$ cat config.mk
export PLATFORM = sky130hd
export DESIGN_NAME = sadc_top
export DESIGN_NICKNAME = d
export VERILOG_FILES = /design/src/hw/sadc_pkg.sv /design/src/hw/sadc_sar.sv /design/src/hw/sadc_top.sv
export SDC_FILE = /design/constraint.sdc
export NUM_CORES = 1
export LEC_CHECK = 0
export ABC_CLOCK_PERIOD_IN_PS = 2400
export BUFFER_PORTS_ARGS = -buffer_cell sky130_fd_sc_hd__buf_2
export CORE_ASPECT_RATIO = 1.1
export CORE_MARGIN = 4
export CORE_UTILIZATION = 25
export CTS_BUF_LIST = sky130_fd_sc_hd__clkbuf_4 sky130_fd_sc_hd__clkbuf_8 sky130_fd_sc_hd__clkbuf_16
export DETAILED_ROUTE_END_ITERATION = 7
export GPL_TIMING_DRIVEN = 0
export HOLD_SLACK_MARGIN = 0.15
export PLACE_DENSITY = 0.54
export REMOVE_ABC_BUFFERS = 1
export SLEW_MARGIN = 20
export SYNTH_ARGS = -nofsm -noshare
export SYNTH_HDL_FRONTEND = slang
export SYNTH_SLANG_ARGS = --single-unit
$ cat constraint.sdc
create_clock -name aclk -period 2.4 [get_ports aclk]
set_clock_uncertainty 0.15 [all_clocks]
set_input_delay 0.36 -clock aclk [delete_from_list [all_inputs] [get_ports aclk]]
set_output_delay 0.36 -clock aclk [all_outputs]
set_load 0.01 [all_outputs]
$ cat src/hw/sadc_pkg.sv
// Constants, register map and result formatting for the converter control.
// Functional notes
// - Left format: bits 9..2 high, 1..0 low top
// - Right format: bits 9..8 high low, 7..0 low
// - Justify select bit picks the format
// - 8-bit result in high byte, low reads zero
// - 10-bit: unused six bits read zero
// - Result registers are read-only
// - Pin enable write aborts, starts nothing
// - Disabled pin converts low reference, gives zero
// - Pin enable: one bit per pin
// - Status/control write aborts then starts conversion
// - Configuration write aborts, starts nothing
// - Mode control, sample-hold, SAR handshake sequence
// - Reference conversions bypass the sample-hold machine
// - Results go to a dual-port store
// - Sample-hold and SAR never active together
// - Sample-hold clocks gated off when idle
// - Sampling window is 14 conversion clocks
// - Conversion clock from bus clock via prescaler
// - Done flag set on completion, cleared by access
// - Interrupt follows done flag while enabled
// - Continuous mode repeats, else one per write
// - Channel codes: pins 0-7, 1E high, else low
package sadc_pkg;

  localparam int unsigned CLK_HZ = 10_000_000;
  localparam int unsigned CONV_MAX_HZ = 2_000_000;
  localparam int unsigned TICK_MIN_DIV =
    (CLK_HZ + CONV_MAX_HZ - 1) / CONV_MAX_HZ;
  localparam logic [3:0] PRS_RST = 4'((TICK_MIN_DIV + 1) / 2 - 1);
  localparam logic [3:0] SAMPLE_TICKS = 4'd14;

  localparam logic [7:0] OFS_SC = 8'h00;
  localparam logic [7:0] OFS_CFG = 8'h04;
  localparam logic [7:0] OFS_RH = 8'h08;
  localparam logic [7:0] OFS_RL = 8'h0C;
  localparam logic [7:0] OFS_PE = 8'h10;

  localparam int unsigned SC_DONE_BIT = 7;
  localparam int unsigned SC_IRQEN_BIT = 6;
  localparam int unsigned SC_CONT_BIT = 5;
  localparam int unsigned CFG_JUST_BIT = 6;
  localparam int unsigned CFG_TEN_BIT = 5;

  localparam logic [4:0] CH_PIN_LAST = 5'h07;
  localparam logic [4:0] CH_HIGH_REF = 5'h1E;

  localparam logic [6:0] SC_RST = 7'h1F;
  localparam logic [7:0] CFG_RST = {4'h2, PRS_RST};
  localparam logic [7:0] PE_RST = 8'h00;

  localparam logic [1:0] RESP_OKAY = 2'h0;
  localparam logic [1:0] RESP_SLVERR = 2'h2;

  typedef enum logic [1:0] {
    SADC_IDLE,
    SADC_SAMPLE,
    SADC_CONVERT,
    SADC_STORE
  } sadc_state_e;

  // Returns {high byte, low byte} of a finished conversion.
  function automatic logic [15:0] sadc_format(
    input logic [9:0] code,
    input logic right,
    input logic ten
  );
    logic [15:0] v;
    v = 16'h0000;
    if (!ten)
    begin
      v = {code[9:2], 8'h00};
    end
    else if (right)
    begin
      v = {6'h00, code[9:8], code[7:0]};
    end
    else
    begin
      v = {code[9:2], code[1:0], 6'h00};
    end
    return v;
  endfunction

endpackage

$ cat src/hw/sadc_sar.sv
// Successive approximation machine with reference bypass.
`timescale 1ns/1ps
module sadc_sar #(
  parameter int unsigned WIDTH = 10
) (
  // Clock and reset.
  input wire logic aclk,
  input wire logic aresetn,
  // Sequencing.
  input wire logic tick,
  input wire logic start,
  input wire logic abort,
  input wire logic ten_bit,
  input wire logic force_hi,
  input wire logic force_lo,
  input wire logic cmp_above,
  output logic busy,
  output logic done,
  output logic [WIDTH-1:0] code
);

  logic [3:0] idx_r;
  logic [WIDTH-1:0] code_r;
  logic busy_r;
  logic done_r;
  logic keep;
  logic [3:0] last_idx;

  if (WIDTH != 10)
  begin : g_chk
    $error("sadc_sar supports a 10-bit result only");
  end

  // References set the decision directly instead of the held sample.
  assign keep = force_hi ? 1'b1 : (force_lo ? 1'b0 : cmp_above);
  assign last_idx = ten_bit ? 4'd0 : 4'd2;

  always_ff @(posedge aclk)
  begin
    if (!aresetn || abort)
    begin
      busy_r <= 1'b0;
      idx_r <= 4'd0;
    end
    else if (start)
    begin
      busy_r <= 1'b1;
      idx_r <= 4'(WIDTH - 1);
    end
    else if (busy_r && tick)
    begin
      if (idx_r == last_idx)
      begin
        busy_r <= 1'b0;
      end
      else
      begin
        idx_r <= idx_r - 4'd1;
      end
    end
  end

  always_ff @(posedge aclk)
  begin
    if (!aresetn)
    begin
      code_r <= '0;
    end
    else if (start)
    begin
      code_r <= {1'b1, {(WIDTH - 1){1'b0}}};
    end
    else if (busy_r && tick)
    begin
      code_r[idx_r] <= keep;
      if (idx_r != last_idx)
      begin
        code_r[idx_r - 4'd1] <= 1'b1;
      end
    end
  end

  // End of conversion back to the mode controller.
  always_ff @(posedge aclk)
  begin
    if (!aresetn || abort)
    begin
      done_r <= 1'b0;
    end
    else
    begin
      done_r <= busy_r && tick && (idx_r == last_idx);
    end
  end

  assign busy = busy_r;
  assign done = done_r;
  assign code = code_r;

endmodule

$ cat src/hw/sadc_top.sv
// Converter control: register slave, mode control, sample window.
`timescale 1ns/1ps
module sadc_top #(
  parameter int unsigned ADDR_W = 8
) (
  // Clock and reset.
  input wire logic aclk,
  input wire logic aresetn,
  // Register bus write channels.
  input wire logic [ADDR_W-1:0] s_axi_awaddr,
  input wire logic s_axi_awvalid,
  output logic s_axi_awready,
  input wire logic [31:0] s_axi_wdata,
  input wire logic [3:0] s_axi_wstrb,
  input wire logic s_axi_wvalid,
  output logic s_axi_wready,
  output logic [1:0] s_axi_bresp,
  output logic s_axi_bvalid,
  input wire logic s_axi_bready,
  // Register bus read channels.
  input wire logic [ADDR_W-1:0] s_axi_araddr,
  input wire logic s_axi_arvalid,
  output logic s_axi_arready,
  output logic [31:0] s_axi_rdata,
  output logic [1:0] s_axi_rresp,
  output logic s_axi_rvalid,
  input wire logic s_axi_rready,
  // Analog front end.
  input wire logic cmp_above_pin,
  output logic [2:0] mux_sel,
  output logic sh_clk_en,
  output logic sar_active,
  output logic ref_high_sel,
  output logic ref_low_sel,
  output logic [9:0] dac_code,
  // Done request.
  output logic irq
);
  import sadc_pkg::*;

  if (ADDR_W < 5)
  begin : g_chk
    $error("sadc_top needs at least 5 address bits");
  end

  logic [6:0] sc_r;
  logic done_flag_r;
  logic [7:0] cfg_r;
  logic [7:0] pin_en_r;
  logic [7:0] store_r [0:1];

  logic aw_held_r;
  logic [ADDR_W-1:0] awaddr_r;
  logic w_held_r;
  logic [7:0] wdata_r;
  logic wstrb_r;
  logic bvalid_r;
  logic [1:0] bresp_r;
  logic rvalid_r;
  logic [31:0] rdata_r;
  logic [1:0] rresp_r;

  logic wr_fire;
  logic wr_sc;
  logic wr_cfg;
  logic wr_pe;
  logic wr_known;
  logic rd_fire;
  logic rd_res;
  logic abort;

  sadc_state_e state_r;
  logic go_r;
  logic [4:0] div_r;
  logic tick;
  logic [3:0] win_r;
  logic sel_hi_r;
  logic sel_lo_r;
  logic [2:0] mux_r;
  logic ten_r;
  logic right_r;
  logic sar_start;
  logic sar_busy;
  logic sar_done;
  logic [9:0] sar_code;
  logic cmp_s1_r;
  logic cmp_s2_r;
  logic cmp_s3_r;
  logic cmp_q_r;
  logic pin_ok;
  logic [15:0] fmt;

  function automatic logic is_addr(
    input logic [ADDR_W-1:0] a,
    input logic [7:0] ofs
  );
    return a == ADDR_W'(ofs);
  endfunction

  // Write address and data are taken in either order, then answered.
  assign s_axi_awready = !aw_held_r && !bvalid_r;
  assign s_axi_wready = !w_held_r && !bvalid_r;
  assign wr_fire = aw_held_r && w_held_r && !bvalid_r;
  assign wr_sc = wr_fire && wstrb_r && is_addr(awaddr_r, OFS_SC);
  assign wr_cfg = wr_fire && wstrb_r && is_addr(awaddr_r, OFS_CFG);
  assign wr_pe = wr_fire && wstrb_r && is_addr(awaddr_r, OFS_PE);
  assign wr_known = is_addr(awaddr_r, OFS_SC) ||
    is_addr(awaddr_r, OFS_CFG) || is_addr(awaddr_r, OFS_PE) ||
    is_addr(awaddr_r, OFS_RH) || is_addr(awaddr_r, OFS_RL);

  always_ff @(posedge aclk)
  begin
    if (!aresetn)
    begin
      aw_held_r <= 1'b0;
      awaddr_r <= '0;
    end
    else if (s_axi_awvalid && s_axi_awready)
    begin
      aw_held_r <= 1'b1;
      awaddr_r <= s_axi_awaddr;
    end
    else if (wr_fire)
    begin
      aw_held_r <= 1'b0;
    end
  end

  always_ff @(posedge aclk)
  begin
    if (!aresetn)
    begin
      w_held_r <= 1'b0;
      wdata_r <= 8'h00;
      wstrb_r <= 1'b0;
    end
    else if (s_axi_wvalid && s_axi_wready)
    begin
      w_held_r <= 1'b1;
      wdata_r <= s_axi_wdata[7:0];
      wstrb_r <= s_axi_wstrb[0];
    end
    else if (wr_fire)
    begin
      w_held_r <= 1'b0;
    end
  end

  // Result addresses accept the write but keep their contents.
  always_ff @(posedge aclk)
  begin
    if (!aresetn)
    begin
      bvalid_r <= 1'b0;
      bresp_r <= RESP_OKAY;
    end
    else if (wr_fire)
    begin
      bvalid_r <= 1'b1;
      bresp_r <= wr_known ? RESP_OKAY : RESP_SLVERR;
    end
    else if (s_axi_bready)
    begin
      bvalid_r <= 1'b0;
    end
  end

  assign s_axi_bvalid = bvalid_r;
  assign s_axi_bresp = bresp_r;

  always_ff @(posedge aclk)
  begin
    if (!aresetn)
    begin
      sc_r <= SC_RST;
    end
    else if (wr_sc)
    begin
      sc_r <= wdata_r[6:0];
    end
  end

  always_ff @(posedge aclk)
  begin
    if (!aresetn)
    begin
      cfg_r <= CFG_RST;
    end
    else if (wr_cfg)
    begin
      cfg_r <= wdata_r;
    end
  end

  always_ff @(posedge aclk)
  begin
    if (!aresetn)
    begin
      pin_en_r <= PE_RST;
    end
    else if (wr_pe)
    begin
      pin_en_r <= wdata_r;
    end
  end

  // Read channel; a result read also clears the done flag.
  assign s_axi_arready = !rvalid_r;
  assign rd_fire = s_axi_arvalid && !rvalid_r;
  assign rd_res = rd_fire && (is_addr(s_axi_araddr, OFS_RH) ||
    is_addr(s_axi_araddr, OFS_RL));

  always_ff @(posedge aclk)
  begin
    if (!aresetn)
    begin
      rvalid_r <= 1'b0;
      rdata_r <= 32'h0000_0000;
      rresp_r <= RESP_OKAY;
    end
    else if (rd_fire)
    begin
      rvalid_r <= 1'b1;
      rresp_r <= RESP_OKAY;
      if (is_addr(s_axi_araddr, OFS_SC))
      begin
        rdata_r <= {24'h000000, done_flag_r, sc_r};
      end
      else if (is_addr(s_axi_araddr, OFS_CFG))
      begin
        rdata_r <= {24'h000000, cfg_r};
      end
      else if (is_addr(s_axi_araddr, OFS_RH))
      begin
        rdata_r <= {24'h000000, store_r[0]};
      end
      else if (is_addr(s_axi_araddr, OFS_RL))
      begin
        rdata_r <= {24'h000000, store_r[1]};
      end
      else if (is_addr(s_axi_araddr, OFS_PE))
      begin
        rdata_r <= {24'h000000, pin_en_r};
      end
      else
      begin
        rdata_r <= 32'h0000_0000;
        rresp_r <= RESP_SLVERR;
      end
    end
    else if (s_axi_rready)
    begin
      rvalid_r <= 1'b0;
    end
  end

  assign s_axi_rvalid = rvalid_r;
  assign s_axi_rdata = rdata_r;
  assign s_axi_rresp = rresp_r;

  // A write to any control register ends the conversion under way.
  assign abort = wr_sc || wr_cfg || wr_pe;

  // Conversion clock: one tick every 2 * (prescale + 1) bus clocks.
  // It restarts with each conversion, so the window is 14 whole ticks.
  // Settings within the 2 MHz limit also give the comparator time to settle.
  assign tick = div_r == {cfg_r[3:0], 1'b1};

  always_ff @(posedge aclk)
  begin
    if (!aresetn || tick || (state_r == SADC_IDLE && go_r))
    begin
      div_r <= 5'h00;
    end
    else
    begin
      div_r <= div_r + 5'h01;
    end
  end

  // Comparator pin: three stages, a change counts once stages agree.
  always_ff @(posedge aclk)
  begin
    if (!aresetn)
    begin
      cmp_s1_r <= 1'b0;
      cmp_s2_r <= 1'b0;
      cmp_s3_r <= 1'b0;
      cmp_q_r <= 1'b0;
    end
    else
    begin
      cmp_s1_r <= cmp_above_pin;
      cmp_s2_r <= cmp_s1_r;
      cmp_s3_r <= cmp_s2_r;
      if (cmp_s2_r == cmp_s3_r)
      begin
        cmp_q_r <= cmp_s3_r;
      end
    end
  end

  // A pin is converted only if selected by code 00-07 and enabled.
  assign pin_ok = (sc_r[4:0] <= CH_PIN_LAST) &&
    pin_en_r[sc_r[2:0]];

  // Start request pending: set by a status/control write or a continuous restart.
  always_ff @(posedge aclk)
  begin
    if (!aresetn || wr_cfg || wr_pe)
    begin
      go_r <= 1'b0;
    end
    else if (wr_sc)
    begin
      go_r <= 1'b1;
    end
    else if (state_r == SADC_STORE)
    begin
      go_r <= sc_r[SC_CONT_BIT];
    end
    else if (state_r == SADC_IDLE)
    begin
      go_r <= 1'b0;
    end
  end

  // Channel and format are frozen when a conversion starts.
  always_ff @(posedge aclk)
  begin
    if (!aresetn)
    begin
      sel_hi_r <= 1'b0;
      sel_lo_r <= 1'b1;
      mux_r <= 3'h0;
      ten_r <= 1'b0;
      right_r <= 1'b0;
    end
    else if (state_r == SADC_IDLE && go_r && !abort)
    begin
      sel_hi_r <= sc_r[4:0] == CH_HIGH_REF;
      sel_lo_r <= !pin_ok && (sc_r[4:0] != CH_HIGH_REF);
      mux_r <= sc_r[2:0];
      ten_r <= cfg_r[CFG_TEN_BIT];
      right_r <= cfg_r[CFG_JUST_BIT];
    end
  end

  // Mode control: sample for 14 ticks, then hand over to the SAR.
  always_ff @(posedge aclk)
  begin
    if (!aresetn || abort)
    begin
      state_r <= SADC_IDLE;
      win_r <= 4'h0;
    end
    else
    begin
      case (state_r)
        SADC_IDLE:
        begin
          win_r <= 4'h0;
          if (go_r)
          begin
            if (pin_ok)
            begin
              state_r <= SADC_SAMPLE;
            end
            else
            begin
              state_r <= SADC_CONVERT;
            end
          end
        end
        SADC_SAMPLE:
        begin
          if (tick)
          begin
            win_r <= win_r + 4'h1;
            if (win_r == SAMPLE_TICKS - 4'h1)
            begin
              state_r <= SADC_CONVERT;
            end
          end
        end
        SADC_CONVERT:
        begin
          if (sar_done)
          begin
            state_r <= SADC_STORE;
          end
        end
        SADC_STORE:
        begin
          state_r <= SADC_IDLE;
        end
        default:
        begin
          state_r <= SADC_IDLE;
        end
      endcase
    end
  end

  // The SAR starts as the sample window closes or at once for references.
  assign sar_start = !abort && (
    (state_r == SADC_SAMPLE && tick && win_r == SAMPLE_TICKS - 4'h1) ||
    (state_r == SADC_IDLE && go_r && !pin_ok));

  sadc_sar #(
    .WIDTH(10)
  ) u_sar (
    .aclk(aclk),
    .aresetn(aresetn),
    .tick(tick),
    .start(sar_start),
    .abort(abort),
    .ten_bit(ten_r),
    .force_hi(sel_hi_r),
    .force_lo(sel_lo_r),
    .cmp_above(cmp_q_r),
    .busy(sar_busy),
    .done(sar_done),
    .code(sar_code)
  );

  // Dual-port store: written only on completion, read by the bus.
  assign fmt = sadc_format(sar_code, right_r, ten_r);

  always_ff @(posedge aclk)
  begin
    if (!aresetn)
    begin
      store_r[0] <= 8'h00;
      store_r[1] <= 8'h00;
    end
    else if (state_r == SADC_STORE)
    begin
      store_r[0] <= fmt[15:8];
      store_r[1] <= fmt[7:0];
    end
  end

  // Completion beats a clearing access in the same cycle.
  always_ff @(posedge aclk)
  begin
    if (!aresetn)
    begin
      done_flag_r <= 1'b0;
    end
    else if (state_r == SADC_STORE)
    begin
      done_flag_r <= 1'b1;
    end
    else if (wr_sc || rd_res)
    begin
      done_flag_r <= 1'b0;
    end
  end

  always_ff @(posedge aclk)
  begin
    if (!aresetn)
    begin
      irq <= 1'b0;
    end
    else
    begin
      irq <= sc_r[SC_IRQEN_BIT] && done_flag_r;
    end
  end

  // Sampling clocks run only inside the window; never with the SAR.
  assign sh_clk_en = state_r == SADC_SAMPLE;
  assign sar_active = sar_busy;
  assign mux_sel = mux_r;
  assign ref_high_sel = sel_hi_r;
  assign ref_low_sel = sel_lo_r;
  assign dac_code = sar_code;

endmodule

==> summary.md, run 1 <==
| Metric | Value |
|---|---|
| Root Driver | `clkbuf_16` |
| Core footprint | `roughly 21000 um^2` |
| Asr flop ratio synth | `0` |
| Cell Pwr Density | `between 600 and 700 nW/um^2` |
| GRT Overall Usage | `0.116` |
| Layer carrying the most global-route usage | `met2` |
| Number of nets in the layout | `750` |
| Cell family with most CP delay | `simple AND/OR/NAND/NOR gates` |
| Synthesis-stage register bit count | `between 100 and 150` |
| First-pass GRT wire length | `approximately 22000 um` |
| Crit. End Element | `register` |
| Worst-path fanout max | `5` |
| Ys flop type | `dfxtp_1` |
| GPL Wtd Cong | `0.801` |
| Total number of vias | `4296` |
| Max_cap viols | `0` |
| Clk_lat worst skew | `0.35 ns` |
| Synthesized cell area | `5410 um^2` |
| Vias in the first global route | `4075` |
| FP Rows | `56` |
| Fin crit share | `0.997` |
| Final setup viols | `0` |
| Post-synthesis cell count | `607` |
| Die X | `148 um` |
| Worst slew pin tran | `0.967 ns` |
| Die area | `24100 um^2` |
| Setup CP Type | `register to register` |
| P_leak | `2.62 nW` |
| RSZ-0062 raised after global routing | `true` |
| DRC viols | `0` |
| Iteration-0 DRC Markers | `330` |
| VDD IR-drop max | `0.282 mV` |
| Initial antenna violation count | `0` |
| CP Cell Sequence | `or4_4 -> or4b_4 -> or3_4 -> a31oi_1 -> nor2_1` |
| Layout area overhead | `20.3%` |
| Data required, critical path | `roughly 2.5 ns` |
| Fin cells | `969` |
| Routed len/inst | `14.2 um` |
| Hold/Removal Path Class | `input port to register` |
| IO Count | `~120` |
| Maximum clock frequency | `418 MHz` |
| Power, Total | `4.04 mW` |
| Post-synth EDFFs | `16` |
| Final hold violations | `0` |
| GR Overflow Total | `0` |
| Hpwl dp | `between 9000 and 10000 um` |
| M1 GR Usage | `0.151` |
| Worst path arrival time | `2.45 ns` |
| CTS sink count | `about 110` |
| Buffers on Ports | `65` |
| Grt met3 use | `0.0218` |
| Final worst path period need | `2.39 ns` |
| CTS clk-pin slew, worst paths | `0.07 ns` |
| Max clock buf depth | `2` |
| Synth cell types | `57` |
| Hold WS | `0.247 ns` |
| Slowest CP cell | `or4b_4` |
| Dpl cells | `927` |
| CP Buf/Inv Count | `0` |
| Total CTS buffers | `9` |
| YS warnings | `0` |
| Pins Over Slew Limit | `0` |
| Post-DP Area | `just under 6000 um^2` |
| Post-route ant nets | `0` |
| Final WL | `13700 um` |
| Post-route cell area | `approximately 6500 um^2` |
| Initial Util | `0.254` |
| CTS tree | `yes` |
| Run status | `finished, final reports clean` |
| Worst relative slew slack | `0.354` |
| H-tree depth | `3` |
| Layout cells sized above 1 | `0.159` |
| Largest net degree at the start of global routing | `54` |
| Syn_area_per_cell | `8.91 um^2` |
| Pre-antenna DRT Iters | `4` |
| Vias per cell | `between 4 and 5` |
| CP peak stage delay | `0.60 ns` |
| Diode count | `0` |
| Setup crit start kind | `register` |
| Grt met2 use | `0.190` |
| Die height | `about 160 um` |
| Final core occ | `0.306` |
| Seq/Total Area, Yosys | `0.440` |
[synthesized netlist by cell type, types with 3 or more instances]
master     n  area, um^2
a21oi_1   48         240
a31oi_1    7        43.8
dfxtp_1   95        1900
nor3b_1    4        30.0
xnor2_1   11        96.3
nand3b_1   3        22.5
buf_4     27         203
edfxtp_1  16         480
o21ai_0   22         110
nor2b_1    6        37.5
nand2b_1   9        56.3
buf_1      4        15.0
nor4_1     9        56.3
nand2_1   77         289
a221oi_1   4        35.0
mux2i_1   42         420
nor3_1    11        55.1
inv_1     17        63.8
xor2_1     3        26.3
or3_1      5        31.3
nor2_1    46         173
ha_1      16         200
nand3_1   28         140
clkbuf_1  25        93.8
a22o_1     7        61.3
buf_2      4        20.0
mux4_2     3        67.6
a21o_1     3        22.5
and2_1    18         113
nor4b_1    3        26.3
[sequential cells by signal, summed over array words and instances, names as in the netlist, 2 cells and up]
signal,flops
s_axi_rdata,8
sc_r,7
cfg_r,8
div_r,5
store_r,16
wdata_r,8
awaddr_r,8
mux_sel,3
u_sar.idx_r,4
state_r,2
win_r,4
pin_en_r,8
u_sar.code,10
[tightest hold or removal path, cell delays in order]
cell and delay, ns:
buf_2 0.17, o21ai_0 0.09, a31oi_1 0.08
[power by group]
| part | internal, mW | switching [mW] | total (mW) |
|---|---|---|---|
| clock network | 0.908 | 0.684 | 1.59 |
| logic | 0.171 | 0.264 | 0.436 |
| registers | 1.95 | 0.0556 | 2.01 |
[routing by layer]
metal / part of all wire / up-vias
met5: 0 / -
met4: 0.023 / 0
met3: 0.041 / 17
met2: 0.49 / 76
met1: 0.45 / 1996
li1: - / 2207
[cell type report]
class	instances	area, um^2
Clock buffer	9	225
Clock inverter	7	87.6
Fill cell	2280	14800
Inverter	18	67.6
Multi-Input combinational cell	444	2820
Sequential cell	111	2380
Tap cell	290	363
Timing Repair Buffer	90	566
[final timing paths]
check	start	endpoint	slack [ns]	depth (start not counted)
min reg2reg	cmp_s1_r$_SDFF_PN0_	cmp_s2_r$_SDFF_PN0_	0.28	1
max reg2reg	awaddr_r[0]$_SDFFE_PN0P_	done_flag_r$_SDFFE_PN0P_	0.008	5
min	s_axi_araddr[4]	s_axi_rresp[1]$_SDFFE_PN0P_	0.25	3
max	awaddr_r[0]$_SDFFE_PN0P_	done_flag_r$_SDFFE_PN0P_	0.008	5
[placed cells by master (no fill, tap or decap), types with 6 or more instances in the layout]
cell type / n
mux2i_1: 42
dfxtp_1: 93
buf_2: 65
clkbuf_16: 9
nand2b_1: 8
dlygate4sd3_1: 21
a31oi_1: 7
nor2_1: 46
xnor2_1: 11
nor2b_1: 6
nor4_1: 8
o21ai_0: 22
conb_1: 26
a22o_1: 7
a21oi_1: 47
edfxtp_1: 16
ha_1: 16
nor3_1: 10
inv_1: 17
nand2_1: 75
and2_1: 18
nand3_1: 27
[metrics by stage]
step | TNS, ns | setup WS, ns
floorplan | -0.00888 | -0.00888
global placement | -9.70 | -0.605
detailed placement | -9.20 | -0.631
CTS | 0 | 0.00287
global route | -0.176 | -0.0605
finish | 0 | 0.00769
[repair_timing]
action / CTS / global route
hold buffers: 21 / 0
gates cloned: 0 / 1
pin swaps: 4 / 4
hold endpoints to repair: 20 / 0
setup buffers: 4 / 0
endpoints found under the setup margin: 53 / 40
gates resized for setup: 6 / 13
[cell families after synthesis]
| group | Yosys count | share of synthesized area |
|---|---|---|
| and+or+nand+nor | 230 | 0.209 |
| DFF | 111 | 0.440 |
| buffers and inverters | 78 | 0.0738 |
| adders and majority gates | 16 | 0.0370 |
| other | 1 | 0.000693 |
| muxes | 45 | 0.0902 |
| AOI/OAI and AO/OA | 112 | 0.126 |
| xor gates and xnor gates | 14 | 0.0227 |
Note: power is estimated with default switching activity, not from simulation.
==> run 2: changes to the inputs <==
Settings changed: PLACE_DENSITY 0.54 to default, PLACE_DENSITY_LB_ADDON from default to 0.08.
==> summary.md, run 2 (synthesis results as in run 1) <==
| Metric | Value |
|---|---|
| Fin crit share | `1.01 (was 0.997)` |
| Root Driver | `clkbuf_16 (unchanged)` |
| CP Buf/Inv Count | `0 (unchanged)` |
| Clock group share of total power | `0.378 (was 0.395)` |
| RSZ-0062 raised after global routing | `true (unchanged)` |
| Hpwl dp | `11000 um (was 9840 um)` |
| Setup crit start kind | `register (unchanged)` |
| Crit. End Element | `register (unchanged)` |
| Die height | `162 um (unchanged)` |
| IO Count | `119 (unchanged)` |
| Vias in the first global route | `4359 (was 4075)` |
| Number of nets in the layout | `754 (was 750)` |
| Routed len/inst | `15.7 um (was 14.2 um)` |
| Final worst path period need | `2.42 ns (was 2.39 ns)` |
| H-tree depth | `3 (unchanged)` |
| Worst-path fanout max | `5 (unchanged)` |
| Top reg by flops | `store_r (unchanged)` |
| CP Cell Sequence | `or4_4 -> or4b_4 -> or3_4 -> a31oi_4 -> nor2_1 (was or4_4 -> or4b_4 -> or3_4 -> a31oi_1 -> nor2_1)` |
| Final hold violations | `0 (unchanged)` |
| Initial antenna violation count | `0 (unchanged)` |
| Setup CP Type | `register to register (unchanged)` |
| Layout cells sized above 1 | `0.164 (was 0.159)` |
| Final core occ | `0.306 (about the same)` |
| Initial Util | `0.254 (unchanged)` |
| Die X | `148 um (unchanged)` |
| P_leak | `2.62 nW (about the same)` |
| Layout area overhead | `20.6% (was 20.3%)` |
| WHS Path Cells | `3 (unchanged)` |
| Failing checks | `setup timing` |
| Hold WS | `0.266 ns (was 0.247 ns)` |
| Worst path arrival time | `2.48 ns (was 2.45 ns)` |
| Comb power frac | `0.114 (was 0.108)` |
| Data required, critical path | `2.46 ns (about the same)` |
| Buffers on Ports | `65 (unchanged)` |
| Max clock buf depth | `2 (unchanged)` |
| Maximum clock frequency | `413 MHz (was 418 MHz)` |
| Pins Over Slew Limit | `0 (unchanged)` |
| Vias per cell | `4.52 (was 4.43)` |
| Worst relative slew slack | `0.339 (was 0.354)` |
| FP Rows | `56 (unchanged)` |
| CTS sink count | `111 (unchanged)` |
| Run status | `finished, violations left (was finished, final reports clean)` |
| CP peak stage delay | `0.57 ns (was 0.60 ns)` |
| DRC viols | `0 (unchanged)` |
| Max reg flops | `16 (unchanged)` |
| WP depth | `5 (unchanged)` |
| Final WL | `15200 um (was 13700 um)` |
| Post-DP Area | `5870 um^2 (was 5860 um^2)` |
| Slowest CP cell | `or4_4 (was or4b_4)` |
| Net Sw Frac | `0.276 (was 0.249)` |
| Post-route cell area | `6520 um^2 (was 6510 um^2)` |
| Pre-antenna DRT Iters | `4 (unchanged)` |
| GRT Overall Usage | `0.126 (was 0.116)` |
| Sw Pwr | `1.09 mW (was 1.00 mW)` |
| Final WS setup | `-0.0195 ns (was 0.00769 ns)` |
| Internal power | `2.86 mW (was 3.03 mW)` |
| CTS tree | `yes (unchanged)` |
| Place WS | `-0.733 ns (was -0.631 ns)` |
| Largest net degree at the start of global routing | `54 (unchanged)` |
| Setup TNS | `-0.0195 ns (was 0 ns)` |
| Total CTS buffers | `9 (unchanged)` |
| Worst slew pin tran | `0.992 ns (was 0.967 ns)` |
| Cell family with most CP delay | `simple AND/OR/NAND/NOR gates (unchanged)` |
| GR Overflow Total | `0 (unchanged)` |
| Sequential share of power | `0.508 (was 0.498)` |
| VDD IR-drop max | `0.321 mV (was 0.282 mV)` |
| Max_cap viols | `0 (unchanged)` |
| Core footprint | `21300 um^2 (unchanged)` |
| Commonest non-fill, non-tap cell in the layout | `dfxtp_1 (unchanged)` |
| Final setup viols | `1 (was 0)` |
| Diode count | `0 (unchanged)` |
| Total number of vias | `4399 (was 4296)` |
| First-pass GRT wire length | `24000 um (was 22200 um)` |
| Hold/Removal Path Class | `input port to register (unchanged)` |
| Fillers | `2302 (was 2280)` |
| Iteration-0 DRC Markers | `308 (was 330)` |
| GPL Wtd Cong | `0.729 (was 0.801)` |
| Cell Pwr Density | `607 nW/um^2 (was 620 nW/um^2)` |
| Clk_lat worst skew | `0.36 ns (was 0.35 ns)` |
| CTS clk-pin slew, worst paths | `0.08 ns (was 0.07 ns)` |
| R2r worst-path depth | `5 (unchanged)` |
| Die area | `24100 um^2 (unchanged)` |
| Commonest cells after routing, fill and taps aside | `94 x dfxtp_1, 76 x nand2_1, 66 x buf_2 (was 93 x dfxtp_1, 75 x nand2_1, 65 x buf_2)` |
| Post-route ant nets | `0 (unchanged)` |
[run 2: cell count changes in the layout (fill, tap and decap cells not counted), moves of 2 or more]
cell and delta:
clkinv_2 -4, bufinv_16 -2, inv_6 +2, buf_4 +3
[run 2: layout make-up]
class | instances | area [um^2] | share of cell area
clock inverters | 6 | 52.6 | 0.00806
flip-flops and latches | 111 | 2380 | 0.366
repair buffers | 94 | 593 | 0.0909
well taps | 290 | 363 | 0.0556
inverters | 18 | 67.6 | 0.0104
multi-input cells | 444 | 2830 | 0.434
clock buffers | 10 | 233 | 0.0357
[run 2: final timing paths]
check / from / end / slack (ns)
setup / recovery: awaddr_r[5]$_SDFFE_PN0P_ / done_flag_r$_SDFFE_PN0P_ / -0.02
hold / removal: s_axi_araddr[4] / s_axi_rresp[1]$_SDFFE_PN0P_ / 0.27
setup reg to reg: awaddr_r[5]$_SDFFE_PN0P_ / done_flag_r$_SDFFE_PN0P_ / -0.02
hold reg to reg: cmp_s1_r$_SDFF_PN0_ / cmp_s2_r$_SDFF_PN0_ / 0.29
[run 2: stage by stage]
| step | instances | total power, mW |
|---|---|---|
| 6_report | 973 | 3.96 |
| 3_5_place_dp | 927 | 2.46 |
| 5_1_grt | 973 | 4.15 |
| 3_3_place_gp | 927 | 2.46 |
| 2_1_floorplan | 572 | 2.30 |
| 4_1_cts | 967 | 4.00 |
[run 2: worst register-to-register path: stages (launching register included)]
cell and delay [ns]:
dfxtp_1 0.31, or4_4 0.57, or4b_4 0.56, or3_4 0.46, a31oi_4 0.18, nor2_1 0.05
[run 2: metal layers]
metal / share of wire / track usage / vias to the layer above
met5: 0 / 0 / -
met4: 0.013 / 0.0378 / 0
met3: 0.036 / 0.0190 / 12
met2: 0.50 / 0.218 / 85
met1: 0.45 / 0.163 / 2098
li1: - / - / 2204
[run 2: what timing repair did]
action / in CTS / in global routing
hold endpoints to repair: 20 / 0
setup buffers: 3 / 4
cloned: 0 / 2
pin swaps: 5 / 3
hold buffers: 21 / 0
resized for setup: 10 / 9
setup endpoints to repair: 54 / 25
[run 2: power by group through the flow]
stage / clock network (mW) / registers, mW / logic [mW]
after floorplan: 0 / 2.04 / 0.266
after global placement: 0 / 2.05 / 0.407
after detailed placement: 0 / 2.05 / 0.412
after CTS: 1.55 / 2.01 / 0.448
after global routing: 1.61 / 2.02 / 0.510
final: 1.50 / 2.01 / 0.452
